[src/ucb_pkg.sv]
// Purpose: shared constants for the UART control and baud generator block
// Assumes: APB register bus, 32-bit data, one register per aligned word
// Notes: register bytes sit in the low lanes, upper bits read as zero
//
// Summary of operation
// - clearing tx_enable aborts transmission, empties transmit buffer, floats transmit pin
// - transmit pin driven only with tx_enable, uart_mode_select, uart_enable all set
// - clearing rx_enable aborts reception, empties receive buffer, releases receive pin
// - receiver uses its pin only with rx_enable, uart_mode_select, uart_enable set
// - baud timing comes from a free-running 8-bit counter set by divisor and speed
// - bit rate is clock / (64*(N+1)) low speed, clock / (16*(N+1)) high speed
// - divisor N is the unsigned 8-bit baud_divisor value, 0 to 255
// - with address detect, top bit one marks an address and may raise receive interrupt
// - with address detect, a word whose address bit is zero is dropped silently
// - clock stopped and pin_wake_enable set: receive pin falling edge raises wake request
// - no wake request while the uart clock runs or pin_wake_enable is zero
// - rx_irq_enable gates overrun_flag and rx_data_available onto shared_irq_request
// - tx_idle_irq_enable gates tx_idle_flag onto shared_irq_request
// - tx_empty_irq_enable gates tx_empty_flag onto shared_irq_request
// - single_wire_select zero: shared pin is receive only; one: shared by enables
// - single wire with both enables high: shared pin is receiver input only
// - one 8-bit data register: writes go to transmit, reads return received byte
// - upper seven bits of single wire control register read as zero
// - frame: start, 8 or 9 data bits lsb first, 1 or 2 stop bits; receiver times one, level unchecked
// - transmit pin rests high while nothing is sent
package ucb_pkg;
  // ********************
  // register map
  // ********************
  localparam logic [7:0] ADDR_CTRL1 = 8'h00;
  localparam logic [7:0] ADDR_STAT = 8'h04;
  localparam logic [7:0] ADDR_CTRL2 = 8'h08;
  localparam logic [7:0] ADDR_SWC = 8'h0C;
  localparam logic [7:0] ADDR_DATA = 8'h10;
  localparam logic [7:0] ADDR_BRG = 8'h14;
  localparam logic [7:0] CTRL_RST = 8'h00;
  localparam logic [7:0] BRG_RST = 8'h00;

  // ********************
  // field positions
  // ********************
  localparam int B_UEN = 7;
  localparam int B_NINE = 6;
  localparam int B_MODE = 5;
  localparam int B_STOP2 = 3;
  localparam int B_RX8 = 1;
  localparam int B_TX8 = 0;
  localparam int B_TXEN = 7;
  localparam int B_RXEN = 6;
  localparam int B_BRGH = 5;
  localparam int B_ADDEN = 4;
  localparam int B_WAKE = 3;
  localparam int B_RIE = 2;
  localparam int B_TIIE = 1;
  localparam int B_TEIE = 0;
  localparam int B_OERR = 5;
  localparam int B_WAKEF = 4;
  localparam int B_RIDLE = 3;
  localparam int B_RXAV = 2;
  localparam int B_TIDLE = 1;
  localparam int B_TXE = 0;
  localparam int B_SWM = 0;

  // ********************
  // timing
  // ********************
  // sixteen sample ticks per bit; low speed adds a divide by four after the divisor counter
  localparam logic [1:0] PRE_LO = 2'h3;
  localparam logic [1:0] PRE_HI = 2'h0;
  localparam logic [3:0] OVS_LAST = 4'hF;
  localparam logic [3:0] OVS_MID = 4'h7;
  localparam logic [3:0] BITS8_LAST = 4'h7;
  localparam logic [3:0] BITS9_LAST = 4'h8;

  typedef enum logic [1:0] {TX_IDLE, TX_START, TX_DATA, TX_STOP} ucb_tx_e;
  typedef enum logic [1:0] {RX_IDLE, RX_START, RX_DATA, RX_STOP} ucb_rx_e;
endpackage : ucb_pkg

[src/ucb_uart_top.sv]
// Purpose: uart control registers, transmitter, receiver and pin steering
// Assumes: APB master per protocol; SHARED_I and UART_CLK_OFF are asynchronous
// Notes: zero wait state slave; read data is captured in the setup cycle
`timescale 1ns/1ps
module ucb_uart_top (
  input wire logic CORE_CLK,
  input wire logic RESETN,
  input wire logic PSEL,
  input wire logic PENABLE,
  input wire logic PWRITE,
  input wire logic [7:0] PADDR,
  input wire logic [31:0] PWDATA,
  output logic [31:0] PRDATA,
  output logic PREADY,
  output logic PSLVERR,
  input wire logic UART_CLK_OFF,
  input wire logic SHARED_I,
  output logic TX_O,
  output logic TX_OE,
  output logic SHARED_O,
  output logic SHARED_OE,
  output logic SHARED_IRQ
);
  // ********************
  // input synchronisers
  // ********************
  logic [1:0] sync_q;
  logic rx_in;
  logic clk_off;
  logic rx_prev_r;

  ucb_sync2 #(.WIDTH(2), .INIT(2'h1)) u_sync (
    .clk(CORE_CLK),
    .rst_n(RESETN),
    .d({UART_CLK_OFF, SHARED_I}),
    .q(sync_q)
  );
  assign rx_in = sync_q[0];
  assign clk_off = sync_q[1];

  // ********************
  // bus decode
  // ********************
  logic [7:0] ctrl1_r;
  logic [7:0] ctrl2_r;
  logic swm_r;
  logic [7:0] brg_r;
  logic [8:0] txhold_r;
  logic txfull_r;
  logic [7:0] rxdata_r;
  logic rx8_r;
  logic rxav_r;
  logic oerr_r;
  logic wake_r;
  logic armed_r;
  logic [7:0] ctrl2_nxt;

  wire setup = PSEL & ~PENABLE;
  wire acc = PSEL & PENABLE;
  wire wr = acc & PWRITE;
  wire rd = acc & ~PWRITE;
  wire hit_ctrl1 = (PADDR == ucb_pkg::ADDR_CTRL1);
  wire hit_stat = (PADDR == ucb_pkg::ADDR_STAT);
  wire hit_ctrl2 = (PADDR == ucb_pkg::ADDR_CTRL2);
  wire hit_swc = (PADDR == ucb_pkg::ADDR_SWC);
  wire hit_data = (PADDR == ucb_pkg::ADDR_DATA);
  wire hit_brg = (PADDR == ucb_pkg::ADDR_BRG);
  wire mapped = hit_ctrl1 | hit_stat | hit_ctrl2 | hit_swc | hit_data | hit_brg;
  wire wr_ctrl1 = wr & hit_ctrl1;
  wire wr_stat = wr & hit_stat;
  wire wr_ctrl2 = wr & hit_ctrl2;
  wire wr_data = wr & hit_data;
  wire rd_stat = rd & hit_stat;
  wire rd_data = rd & hit_data;

  assign PREADY = 1'b1;
  assign PSLVERR = acc & ~mapped;

  // ********************
  // mode and enables
  // ********************
  wire uen = ctrl1_r[ucb_pkg::B_UEN];
  wire nine = ctrl1_r[ucb_pkg::B_NINE];
  wire on = uen & ctrl1_r[ucb_pkg::B_MODE];
  wire tx_on = on & ctrl2_r[ucb_pkg::B_TXEN];
  wire rx_on = on & ctrl2_r[ucb_pkg::B_RXEN];
  // single wire: the transmitter only gets the shared pin when the receiver is off
  wire sw_tx = swm_r & ctrl2_r[ucb_pkg::B_TXEN] & ~ctrl2_r[ucb_pkg::B_RXEN];
  wire [3:0] last_bit = nine ? ucb_pkg::BITS9_LAST : ucb_pkg::BITS8_LAST;
  wire uen_off = wr_ctrl1 & ~PWDATA[ucb_pkg::B_UEN];

  always_comb begin
    ctrl2_nxt = wr_ctrl2 ? PWDATA[7:0] : ctrl2_r;
    // disabling the uart drops both direction enables, other bits stay
    if (uen_off) begin
      ctrl2_nxt[ucb_pkg::B_TXEN] = 1'b0;
      ctrl2_nxt[ucb_pkg::B_RXEN] = 1'b0;
    end
  end

  // ********************
  // baud generator
  // ********************
  logic tick;

  ucb_baud_gen u_baud (
    .clk(CORE_CLK),
    .rst_n(RESETN),
    .run(on & ~clk_off),
    .hi_speed(ctrl2_r[ucb_pkg::B_BRGH]),
    .divisor(brg_r),
    .sample_tick(tick)
  );

  // ********************
  // transmitter
  // ********************
  ucb_pkg::ucb_tx_e tx_st_r;
  logic [8:0] tx_sh_r;
  logic [3:0] tx_bit_r;
  logic [3:0] tx_tick_r;
  logic tx_stop2_r;
  logic tx_line_r;

  wire tx_load = (tx_st_r == ucb_pkg::TX_IDLE) & txfull_r;
  wire tx_bit_end = tick & (tx_tick_r == ucb_pkg::OVS_LAST);
  wire tx_empty = ~txfull_r;
  wire tx_idle = tx_empty & (tx_st_r == ucb_pkg::TX_IDLE);

  always_ff @(posedge CORE_CLK) begin
    if (!RESETN || !tx_on) begin
      tx_st_r <= ucb_pkg::TX_IDLE;
      tx_sh_r <= 9'h000;
      tx_bit_r <= 4'h0;
      tx_tick_r <= 4'h0;
      tx_stop2_r <= 1'b0;
      tx_line_r <= 1'b1;
    end else begin
      if (tick) begin
        tx_tick_r <= tx_tick_r + 4'h1;
      end
      case (tx_st_r)
        ucb_pkg::TX_IDLE: begin
          tx_line_r <= 1'b1;
          if (tx_load) begin
            tx_sh_r <= txhold_r;
            tx_tick_r <= 4'h0;
            tx_bit_r <= 4'h0;
            tx_stop2_r <= 1'b0;
            tx_line_r <= 1'b0;
            tx_st_r <= ucb_pkg::TX_START;
          end
        end
        ucb_pkg::TX_START: begin
          if (tx_bit_end) begin
            tx_line_r <= tx_sh_r[0];
            tx_st_r <= ucb_pkg::TX_DATA;
          end
        end
        ucb_pkg::TX_DATA: begin
          if (tx_bit_end) begin
            if (tx_bit_r == last_bit) begin
              tx_line_r <= 1'b1;
              tx_st_r <= ucb_pkg::TX_STOP;
            end else begin
              tx_line_r <= tx_sh_r[1];
              tx_sh_r <= {1'b0, tx_sh_r[8:1]};
              tx_bit_r <= tx_bit_r + 4'h1;
            end
          end
        end
        ucb_pkg::TX_STOP: begin
          if (tx_bit_end) begin
            if (ctrl1_r[ucb_pkg::B_STOP2] && !tx_stop2_r) begin
              tx_stop2_r <= 1'b1;
            end else begin
              tx_st_r <= ucb_pkg::TX_IDLE;
            end
          end
        end
        default: tx_st_r <= ucb_pkg::TX_IDLE;
      endcase
    end
  end

  // holding register: a write in the load cycle refills it, so set wins
  always_ff @(posedge CORE_CLK) begin
    if (!RESETN) begin
      txhold_r <= 9'h000;
      txfull_r <= 1'b0;
    end else begin
      if (wr_data) begin
        txhold_r <= {ctrl1_r[ucb_pkg::B_TX8], PWDATA[7:0]};
      end
      if (!tx_on) begin
        txfull_r <= 1'b0;
      end else if (wr_data) begin
        txfull_r <= 1'b1;
      end else if (tx_load) begin
        txfull_r <= 1'b0;
      end
    end
  end

  // ********************
  // receiver
  // ********************
  ucb_pkg::ucb_rx_e rx_st_r;
  logic [8:0] rx_sh_r;
  logic [3:0] rx_bit_r;
  logic [3:0] rx_tick_r;

  wire rx_bit_end = tick & (rx_tick_r == ucb_pkg::OVS_LAST);
  wire rx_done = (rx_st_r == ucb_pkg::RX_STOP) & rx_bit_end;
  wire [8:0] rx_word = nine ? rx_sh_r : {1'b0, rx_sh_r[8:1]};
  wire rx_addr_bit = nine ? rx_word[8] : rx_word[7];
  wire rx_keep = ~ctrl2_r[ucb_pkg::B_ADDEN] | rx_addr_bit;
  wire rx_deliver = rx_done & rx_keep;
  wire rx_idle = (rx_st_r == ucb_pkg::RX_IDLE);

  always_ff @(posedge CORE_CLK) begin
    if (!RESETN || !rx_on) begin
      rx_st_r <= ucb_pkg::RX_IDLE;
      rx_sh_r <= 9'h000;
      rx_bit_r <= 4'h0;
      rx_tick_r <= 4'h0;
    end else if (tick) begin
      rx_tick_r <= rx_tick_r + 4'h1;
      case (rx_st_r)
        ucb_pkg::RX_IDLE: begin
          rx_tick_r <= 4'h0;
          if (!rx_in) begin
            rx_st_r <= ucb_pkg::RX_START;
          end
        end
        ucb_pkg::RX_START: begin
          // re-check the start bit at its middle to reject glitches
          if (rx_tick_r == ucb_pkg::OVS_MID) begin
            rx_tick_r <= 4'h0;
            rx_bit_r <= 4'h0;
            rx_st_r <= rx_in ? ucb_pkg::RX_IDLE : ucb_pkg::RX_DATA;
          end
        end
        ucb_pkg::RX_DATA: begin
          if (rx_tick_r == ucb_pkg::OVS_LAST) begin
            rx_sh_r <= {rx_in, rx_sh_r[8:1]};
            rx_bit_r <= rx_bit_r + 4'h1;
            if (rx_bit_r == last_bit) begin
              rx_st_r <= ucb_pkg::RX_STOP;
            end
          end
        end
        ucb_pkg::RX_STOP: begin
          // only one stop bit is sampled; its level is not judged here
          if (rx_tick_r == ucb_pkg::OVS_LAST) begin
            rx_st_r <= ucb_pkg::RX_IDLE;
          end
        end
        default: rx_st_r <= ucb_pkg::RX_IDLE;
      endcase
    end
  end

  // ********************
  // receive flags
  // ********************
  // status read arms the clear, the following data read performs it
  wire rx_clr = rd_data & armed_r;

  always_ff @(posedge CORE_CLK) begin
    if (!RESETN) begin
      rxdata_r <= 8'h00;
      rx8_r <= 1'b0;
      rxav_r <= 1'b0;
      oerr_r <= 1'b0;
      armed_r <= 1'b0;
    end else begin
      if (rd_stat) begin
        armed_r <= 1'b1;
      end else if (rd_data) begin
        armed_r <= 1'b0;
      end
      if (!rx_on) begin
        rxav_r <= 1'b0;
        oerr_r <= 1'b0;
      end else if (rx_deliver && rxav_r && !rx_clr) begin
        oerr_r <= 1'b1; // unread byte kept, new one lost
      end else if (rx_deliver) begin
        rxdata_r <= rx_word[7:0];
        rx8_r <= rx_word[8];
        rxav_r <= 1'b1;
        if (rx_clr) begin
          oerr_r <= 1'b0;
        end
      end else if (rx_clr) begin
        rxav_r <= 1'b0;
        oerr_r <= 1'b0;
      end
    end
  end

  // ********************
  // pin wake-up
  // ********************
  wire wake_set = clk_off & ctrl2_r[ucb_pkg::B_WAKE] & rx_prev_r & ~rx_in;
  wire wake_clr = wr_stat & PWDATA[ucb_pkg::B_WAKEF];

  always_ff @(posedge CORE_CLK) begin
    if (!RESETN) begin
      rx_prev_r <= 1'b1;
      wake_r <= 1'b0;
    end else begin
      rx_prev_r <= rx_in;
      if (wake_set) begin
        wake_r <= 1'b1;
      end else if (wake_clr) begin
        wake_r <= 1'b0;
      end
    end
  end

  // ********************
  // control registers
  // ********************
  always_ff @(posedge CORE_CLK) begin
    if (!RESETN) begin
      ctrl1_r <= ucb_pkg::CTRL_RST;
      ctrl2_r <= ucb_pkg::CTRL_RST;
      swm_r <= 1'b0;
      brg_r <= ucb_pkg::BRG_RST;
    end else begin
      if (wr_ctrl1) begin
        ctrl1_r <= PWDATA[7:0];
      end
      ctrl2_r <= ctrl2_nxt;
      if (wr & hit_swc) begin
        swm_r <= PWDATA[ucb_pkg::B_SWM];
      end
      if (wr & hit_brg) begin
        brg_r <= PWDATA[7:0];
      end
    end
  end

  // ********************
  // read path and outputs
  // ********************
  wire [7:0] ctrl1_rd = {ctrl1_r[7:5], 1'b0, ctrl1_r[ucb_pkg::B_STOP2], 1'b0, rx8_r, 1'b0};
  wire [7:0] stat_rd = {2'h0, oerr_r, wake_r, rx_idle, rxav_r, tx_idle, tx_empty};
  wire [7:0] swc_rd = {7'h00, swm_r};
  wire [7:0] rd_mux = hit_ctrl1 ? ctrl1_rd :
                      hit_stat ? stat_rd :
                      hit_ctrl2 ? ctrl2_r :
                      hit_swc ? swc_rd :
                      hit_data ? rxdata_r :
                      hit_brg ? brg_r : 8'h00;

  always_ff @(posedge CORE_CLK) begin
    if (!RESETN) begin
      PRDATA <= 32'h00000000;
    end else if (setup) begin
      PRDATA <= {24'h000000, rd_mux};
    end
  end

  assign TX_O = tx_line_r;
  assign TX_OE = tx_on & ~swm_r;
  assign SHARED_O = tx_line_r;
  assign SHARED_OE = tx_on & sw_tx;
  // wake request shares the receive interrupt enable; software restarts the clock itself
  assign SHARED_IRQ = (ctrl2_r[ucb_pkg::B_RIE] & (oerr_r | rxav_r | wake_r)) |
                      (ctrl2_r[ucb_pkg::B_TIIE] & tx_idle) |
                      (ctrl2_r[ucb_pkg::B_TEIE] & tx_empty);
endmodule : ucb_uart_top

[src/ucb_sync2.sv]
// Purpose: two flip-flop synchroniser for asynchronous levels
// Assumes: inputs change slowly compared to the clock
// Notes: first stage is read only by the second stage
`timescale 1ns/1ps
module ucb_sync2 #(
  parameter int WIDTH = 1,
  parameter logic [WIDTH-1:0] INIT = '0
) (
  input wire logic clk,
  input wire logic rst_n,
  input wire logic [WIDTH-1:0] d,
  output logic [WIDTH-1:0] q
);
  logic [WIDTH-1:0] meta_r;

  always_ff @(posedge clk) begin
    if (!rst_n) begin
      meta_r <= INIT;
      q <= INIT;
    end else begin
      meta_r <= d;
      q <= meta_r;
    end
  end
endmodule : ucb_sync2

[src/ucb_baud_gen.sv]
// Purpose: baud generator giving sixteen sample ticks per bit
// Assumes: divisor may change at any time, it is picked up at the next reload
// Notes: one tick every (N+1) clocks high speed, every 4*(N+1) clocks low speed
`timescale 1ns/1ps
module ucb_baud_gen (
  input wire logic clk,
  input wire logic rst_n,
  input wire logic run,
  input wire logic hi_speed,
  input wire logic [7:0] divisor,
  output logic sample_tick
);
  logic [7:0] cnt_r;
  logic [1:0] pre_r;
  wire reload = (cnt_r == 8'h00);
  wire [1:0] pre_last = hi_speed ? ucb_pkg::PRE_HI : ucb_pkg::PRE_LO;
  wire pre_wrap = (pre_r >= pre_last);

  assign sample_tick = run & reload & pre_wrap;

  always_ff @(posedge clk) begin
    if (!rst_n || !run) begin
      cnt_r <= 8'h00;
      pre_r <= 2'h0;
    end else begin
      cnt_r <= reload ? divisor : cnt_r - 8'h01;
      if (reload) begin
        pre_r <= pre_wrap ? 2'h0 : pre_r + 2'h1;
      end
    end
  end
endmodule : ucb_baud_gen

[config.mk]
export PLATFORM = sky130hd
export DESIGN_NAME = ucb_uart_top
export DESIGN_NICKNAME = d
export VERILOG_FILES = /design/src/ucb_pkg.sv /design/src/ucb_uart_top.sv /design/src/ucb_sync2.sv /design/src/ucb_baud_gen.sv
export SDC_FILE = /design/constraint.sdc
export NUM_CORES = 1
export LEC_CHECK = 0
export BUFFER_PORTS_ARGS = -buffer_cell sky130_fd_sc_hd__buf_2
export CAP_MARGIN = 20
export CORE_AREA = 2 2 101 103
export CTS_BUF_LIST = sky130_fd_sc_hd__clkbuf_8
export CTS_CLUSTER_DIAMETER = 60
export DETAILED_ROUTE_END_ITERATION = 16
export DIE_AREA = 0 0 103 105
export HOLD_SLACK_MARGIN = 0.06
export PLACE_DENSITY = 0.8
export SYNTH_ARGS = -nofsm -noshare
export SYNTH_HDL_FRONTEND = slang
export SYNTH_SLANG_ARGS = --single-unit
[constraint.sdc]
create_clock -name CORE_CLK -period 2.5 [get_ports CORE_CLK]
set_input_delay 0 -clock CORE_CLK [delete_from_list [all_inputs] [get_ports CORE_CLK]]
set_output_delay 0 -clock CORE_CLK [all_outputs]
set_load 0.1 [all_outputs]
=== Word-level counts from Yosys, hierarchy flattened ===
Index checks and enable logic that the tools add are counted.

* Word-level logic and storage cells: 221
* Output and inout port bits: 39
* Input bits: 47
* Register bits: 111

* $lt $le $gt $ge: 1
* Add/sub/neg operators: 6
* Reductions and logical operators: 37
* Bitwise operators: 60
* Equality and inequality tests: 29
* Multiplexer cells: 59

{| class="wikitable"
|+ Operators by type and width
! operator !! number
|-
| 8-bit two-way mux || 7
|-
| 4-bit two-way mux || 10
|-
| 1-bit AND || 38
|-
| 9-bit two-way mux || 4
|-
| 2-bit two-way mux || 14
|-
| 2-bit != test (second input constant) || 12
|-
| 4-bit case mux with 2 select lines || 3
|-
| 9-bit case mux with 2 select lines || 1
|-
| 4-bit by 1-bit adder with 4-bit output (second input constant) || 4
|-
| 8-bit by 4-bit equality test with 1-bit output (second input constant) || 2
|-
| 8-bit by 5-bit equality test with 1-bit output (second input constant) || 2
|-
| 8-bit zero test || 2
|-
| 1-bit two-way mux || 16
|-
| 2-bit case mux with 4 select lines || 2
|-
| 2-bit nonzero test || 8
|-
| 1-bit NOT || 12
|-
| 4-bit AND reduction || 3
|-
| 6-bit AND reduction || 2
|-
| 1-bit bitwise OR || 10
|-
| 3-bit AND reduction || 3
|-
| 2-bit equality test (second input constant) || 4
|-
| 4-bit equality test || 2
|-
| 4-bit equality test (second input constant) || 2
|-
| 8-bit by 3-bit equality test with 1-bit output (second input constant) || 1
|-
| other kinds (15) || 28
|}

=== Logic depth before layout (Yosys ltp) ===
* Depth after elaboration: 11
* Gate-level depth with buffers: 9

=== Hierarchy ===
From an unflattened synthesis, not the netlist that was laid out.

* Cells, all modules: 619
* Area total of the unflattened synthesis: 5415.2 um^2

{| class="wikitable"
|+ Modules (own cells, without submodules)
! module !! instances !! area an instance (um^2) !! cells an instance
|-
| ucb_uart_top || 1 || 4762.1 || 547
|-
| ucb_baud_gen || 1 || 548.0 || 64
|-
| ucb_sync2 || 1 || 105.1 || 8
|}

=== Worst setup path before layout ===
No wires, ideal clock.

* Path kind: register to output
* Start point: register tx_st_r[0]
* End point: output SHARED_IRQ
* Slack: -0.279 ns
* Stages on the path, launching flop included: 5
* Arrival time: 2.779 ns
* Buffers on the path: 0
* Cell sequence: dfxtp_1 -> inv_1 -> ha_1 -> a21oi_1 -> o21ai_0

* Word-level cells in the longest chain between the ends: 5

{| class="wikitable"
|+ RTL lines
! item !! RTL line !! text
|-
| start, declared || ucb_uart_top.sv:118 || <nowiki>ucb_pkg::ucb_tx_e tx_st_r;</nowiki>
|-
| start signal, assigned || ucb_uart_top.sv:132 || <nowiki>tx_st_r <= ucb_pkg::TX_IDLE;</nowiki>
|-
| start signal, assigned || ucb_uart_top.sv:151 || <nowiki>tx_st_r <= ucb_pkg::TX_START;</nowiki>
|-
| start signal, assigned || ucb_uart_top.sv:157 || <nowiki>tx_st_r <= ucb_pkg::TX_DATA;</nowiki>
|-
| 2-bit zero test || ucb_uart_top.sv:128 || <nowiki>wire tx_idle = tx_empty & (tx_st_r == ucb_pkg::TX_IDLE);</nowiki>
|-
| 1-bit AND || ucb_uart_top.sv:128 ||
|-
| 1-bit AND || ucb_uart_top.sv:372 || <nowiki>(ctrl2_r[ucb_pkg::B_TIIE] & tx_idle) |</nowiki>
|-
| 1-bit bitwise OR || ucb_uart_top.sv:371 || <nowiki>assign SHARED_IRQ = (ctrl2_r[ucb_pkg::B_RIE] & (oerr_r | rxav_r | wake_r)) |</nowiki>
|-
| 1-bit bitwise OR || ucb_uart_top.sv:372 ||
|-
| end, declared || ucb_uart_top.sv:22 || <nowiki>output logic SHARED_IRQ</nowiki>
|}

No other way between the ends.

=== Worst setup path in the final report ===
* Start point: register u_baud.cnt_r[0]
* End point: register tx_st_r[1]

* Word-level cells in the longest chain between the ends: 6

{| class="wikitable"
|+ RTL lines
! item !! RTL line !! text
|-
| start, declared || ucb_baud_gen.sv:13 || <nowiki>logic [7:0] cnt_r;</nowiki>
|-
| start signal, assigned || ucb_baud_gen.sv:26 || <nowiki>cnt_r <= reload ? divisor : cnt_r - 8'h01;</nowiki>
|-
| 8-bit zero test (*) || ucb_baud_gen.sv:15 || <nowiki>wire reload = (cnt_r == 8'h00);</nowiki>
|-
| 1-bit AND (*) (2 in series) || ucb_baud_gen.sv:19 || <nowiki>assign sample_tick = run & reload & pre_wrap;</nowiki>
|-
| 1-bit AND (*) || ucb_uart_top.sv:126 || <nowiki>wire tx_bit_end = tick & (tx_tick_r == ucb_pkg::OVS_LAST);</nowiki>
|-
| 2-bit != test (no source line) || -- ||
|-
| 6-bit AND reduction (no source line) (*) || -- ||
|}

Every way passes the cells marked *; elsewhere a longest branch is shown, timed or not.
A chain may end at the register's enable or synchronous reset.

==> results.cfg <==
[drt]
first_pass_iters = 7
ant_nets = 0
vias = 5014
wl_per_cell_um = 15.4
drt_iter0_markers = 363
wl_um = 13300
drc_errors = 0
via_per_inst = 5.81

[sta]
rsz0062_at_grt = no
post-route-min-period_ns = 2.32
period_share = 0.927
slew_headroom = 0.509
worst_pin_slew_ns = 0.732
setup_viol = 0
finClkSkew_ns = 0.0193
fmax_ghz = 0.431
hold_violations = 0
finalSetupTns_ns = 0
slew_viol_final = 0

[power_and_ir_drop]
p_leak_nw = 2.29
vdd_drop_max_mv = 0.462
power-per-cell-area_nw_per_um2 = 508

[layout]
final_core_util = 0.634
fin_cells = 863
fillerInstances = 809
drive_gt1_frac = 0.138
nNetsFinal = 783
diodes = 0
fin_area_um2 = 6110
areaGrowthSynthToFinish_pct = 11.5

[global_route]
grt_pass1_wl_um = 21900
grt_max_degree = 39
antenna_found_initial = 0
groute.usage.overall = 0.251
grt_overflow = 0
grt_pass1_vias = 4697

[setup_path]
arrival_ns = 2.62
slowest_delay_ns = 0.60
cpMaxStageDelayCell = or4_4
crit_start = u_baud.cnt_r[0]
cp-start-kind = flip-flop
path_class = flip-flop to flip-flop
required_ns = 2.80
crit_buf_inv = 1
end_kind = flip-flop
cp_cell_sequence = inv_1 -> ha_1 -> nand2b_1 -> or4_1 -> or4_4 -> a211oi_4 -> mux2i_1
r2r-start = u_baud.cnt_r[0]
cp_max_fo = 4
path_delay_family = simple AND/OR/NAND/NOR gates

[yosys]
syn_area_um2 = 5480
synth_edf_count = 0
synth.largest_area_cell = dfxtp_1
ys_ff_latch = 108
synthTopCellsByArea = dfxtp_1 39%, nand2_1 8.1%, mux2i_1 6.8%, a21oi_1 6.1%, buf_4 3.7%
ys_top_cells_by_count = 119 x nand2_1, 108 x dfxtp_1, 67 x a21oi_1, 52 x nor2_1, 37 x mux2i_1
synth_seq_area_share = 0.394
synth_warnings = 0
synthCells = 676
yosys.cell_count.top_type = nand2_1
ys.flop_type = dfxtp_1
avgSynthCellArea_um2 = 8.11
async_reset_ff_frac = 0
ys_types = 57
yosysTopAreaCellShare = 0.394

[clock_tree]
cts_hold_buffers = 15
cts_buffer_depth = 2
path_clk_slew_ns = 0.11
numCtsBuffers = 9
clock_sinks = 108
cts_setup_buffers = 0
cts_resized = 0
root_buffer = clkbuf_8
clock_latency_ns = 0.37
cts_tree = built
htreeDepth = 3

[worst_hold_path]
hp-class = primary input to flip-flop
min_from = PADDR[5]

[die]
die_w_um = 103
ios = 86
start_util = 0.569
dieArea_um2 = 10800
die_y_um = 105
core_area_um2 = 9640
rows = 36

[placed_design]
place_hpwl_um = 9460
place_congestion = 0.915
dp.cells = 832
io_buffers = 36
place_area_um2 = 5770

[status]
status = finished clean

[run]
drv_cap = 0
[path summary, 6_finish.rpt]
| path | to | slack [ns] | cells past startpoint |
|---|---|---|---|
| worst max register to register | tx_st_r[1] | 0.18 | 7 |
| worst max-delay path | tx_st_r[1] | 0.18 | 7 |
| worst min register to register | u_sync.q[0] | 0.43 | 1 |
| worst min-delay path | PRDATA[0] | 0.11 | 4 |
[cells in the final DEF, fill, tap and decap left out, types with 9 or more instances in the layout]
| cell | synthesis | final |
|---|---|---|
| nand2_1 | 119 | 119 |
| conb_1 | 2 | 25 |
| nor3_1 | 11 | 11 |
| mux2_2 | 16 | 16 |
| mux2i_1 | 37 | 37 |
| o21ai_0 | 27 | 26 |
| nand3_1 | 31 | 31 |
| nor2_1 | 52 | 52 |
| nand2b_1 | 10 | 10 |
| inv_1 | 15 | 15 |
| ha_1 | 11 | 11 |
| dlygate4sd3_1 | 0 | 15 |
| buf_2 | 5 | 36 |
| clkbuf_8 | 0 | 10 |
| dfxtp_1 | 108 | 108 |
| a21oi_1 | 67 | 67 |
| or4_1 | 9 | 9 |
| buf_4 | 27 | 22 |
[tightest hold or removal path: stages]
cell and delay (ns):
buf_2 0.17, nor3_1 0.11, o21ai_0 0.08, a21oi_1 0.07
[kinds of logic after synthesis]
kind of cell / count (synthesis) / synth area share
adders and majority gates: 11 / 0.0251
and+or+nand+nor: 289 / 0.256
DFF: 108 / 0.394
buffers and inverters: 73 / 0.0696
muxes: 53 / 0.100
AOI/OAI and AO/OA: 134 / 0.144
xor gates and xnor gates: 6 / 0.00959
other: 2 / 0.00137
[cell type report]
cell class              instances  area [um^2]  area share
well taps                     133          166      0.0272
inverters                      15         56.3     0.00921
multi-input cells             518         3040       0.497
repair buffers                 73          495      0.0810
clock inverters                 6         60.1     0.00982
clock buffers                  10          138      0.0225
flip-flops and latches        108         2160       0.354
[power by group]
part,leakage (nW),total [mW],switching [mW],internal [mW]
Clock,0.0934,1.06,0.647,0.409
Sequential,0.871,1.73,0.00363,1.73
Combinational,1.32,0.320,0.271,0.0486
Total,2.29,3.11,0.921,2.18
[state kept, by name (all words and copies together), names as in the netlist, 2 cells and up, named ones only]
register	count
rxdata_r	8
rx_tick_r	4
tx_tick_r	4
u_sync.q	2
tx_bit_r	4
rx_sh_r	9
u_sync.meta_r	2
u_baud.cnt_r	8
txhold_r	9
PRDATA	8
ctrl1_r	5
u_baud.pre_r	2
tx_st_r	2
rx_bit_r	4
brg_r	8
ctrl2_r	8
tx_sh_r	9
[metal layers]
metal  share of wire  up-vias  track usage
met3           0.071       29       0.0495
met2            0.49      212        0.411
met1            0.42     2355        0.327
met4           0.022        0       0.0827
li1                -     2418            -
met5               0        -            0
[per-stage QoR]
| stage | worst slack (ns) | power [mW] | hold slack [ns] |
|---|---|---|---|
| 6_report | 0.182 | 3.11 | 0.108 |
| 5_1_grt | 0.0291 | 3.21 | 0.124 |
| 4_1_cts | 0.184 | 3.11 | 0.0835 |
| 3_5_place_dp | 0.210 | 2.07 | 0.189 |
| 3_3_place_gp | 0.267 | 2.06 | 0.188 |
| 2_1_floorplan | 0.253 | 2.05 | 0.101 |
Power figures use the tool's default switching activity.
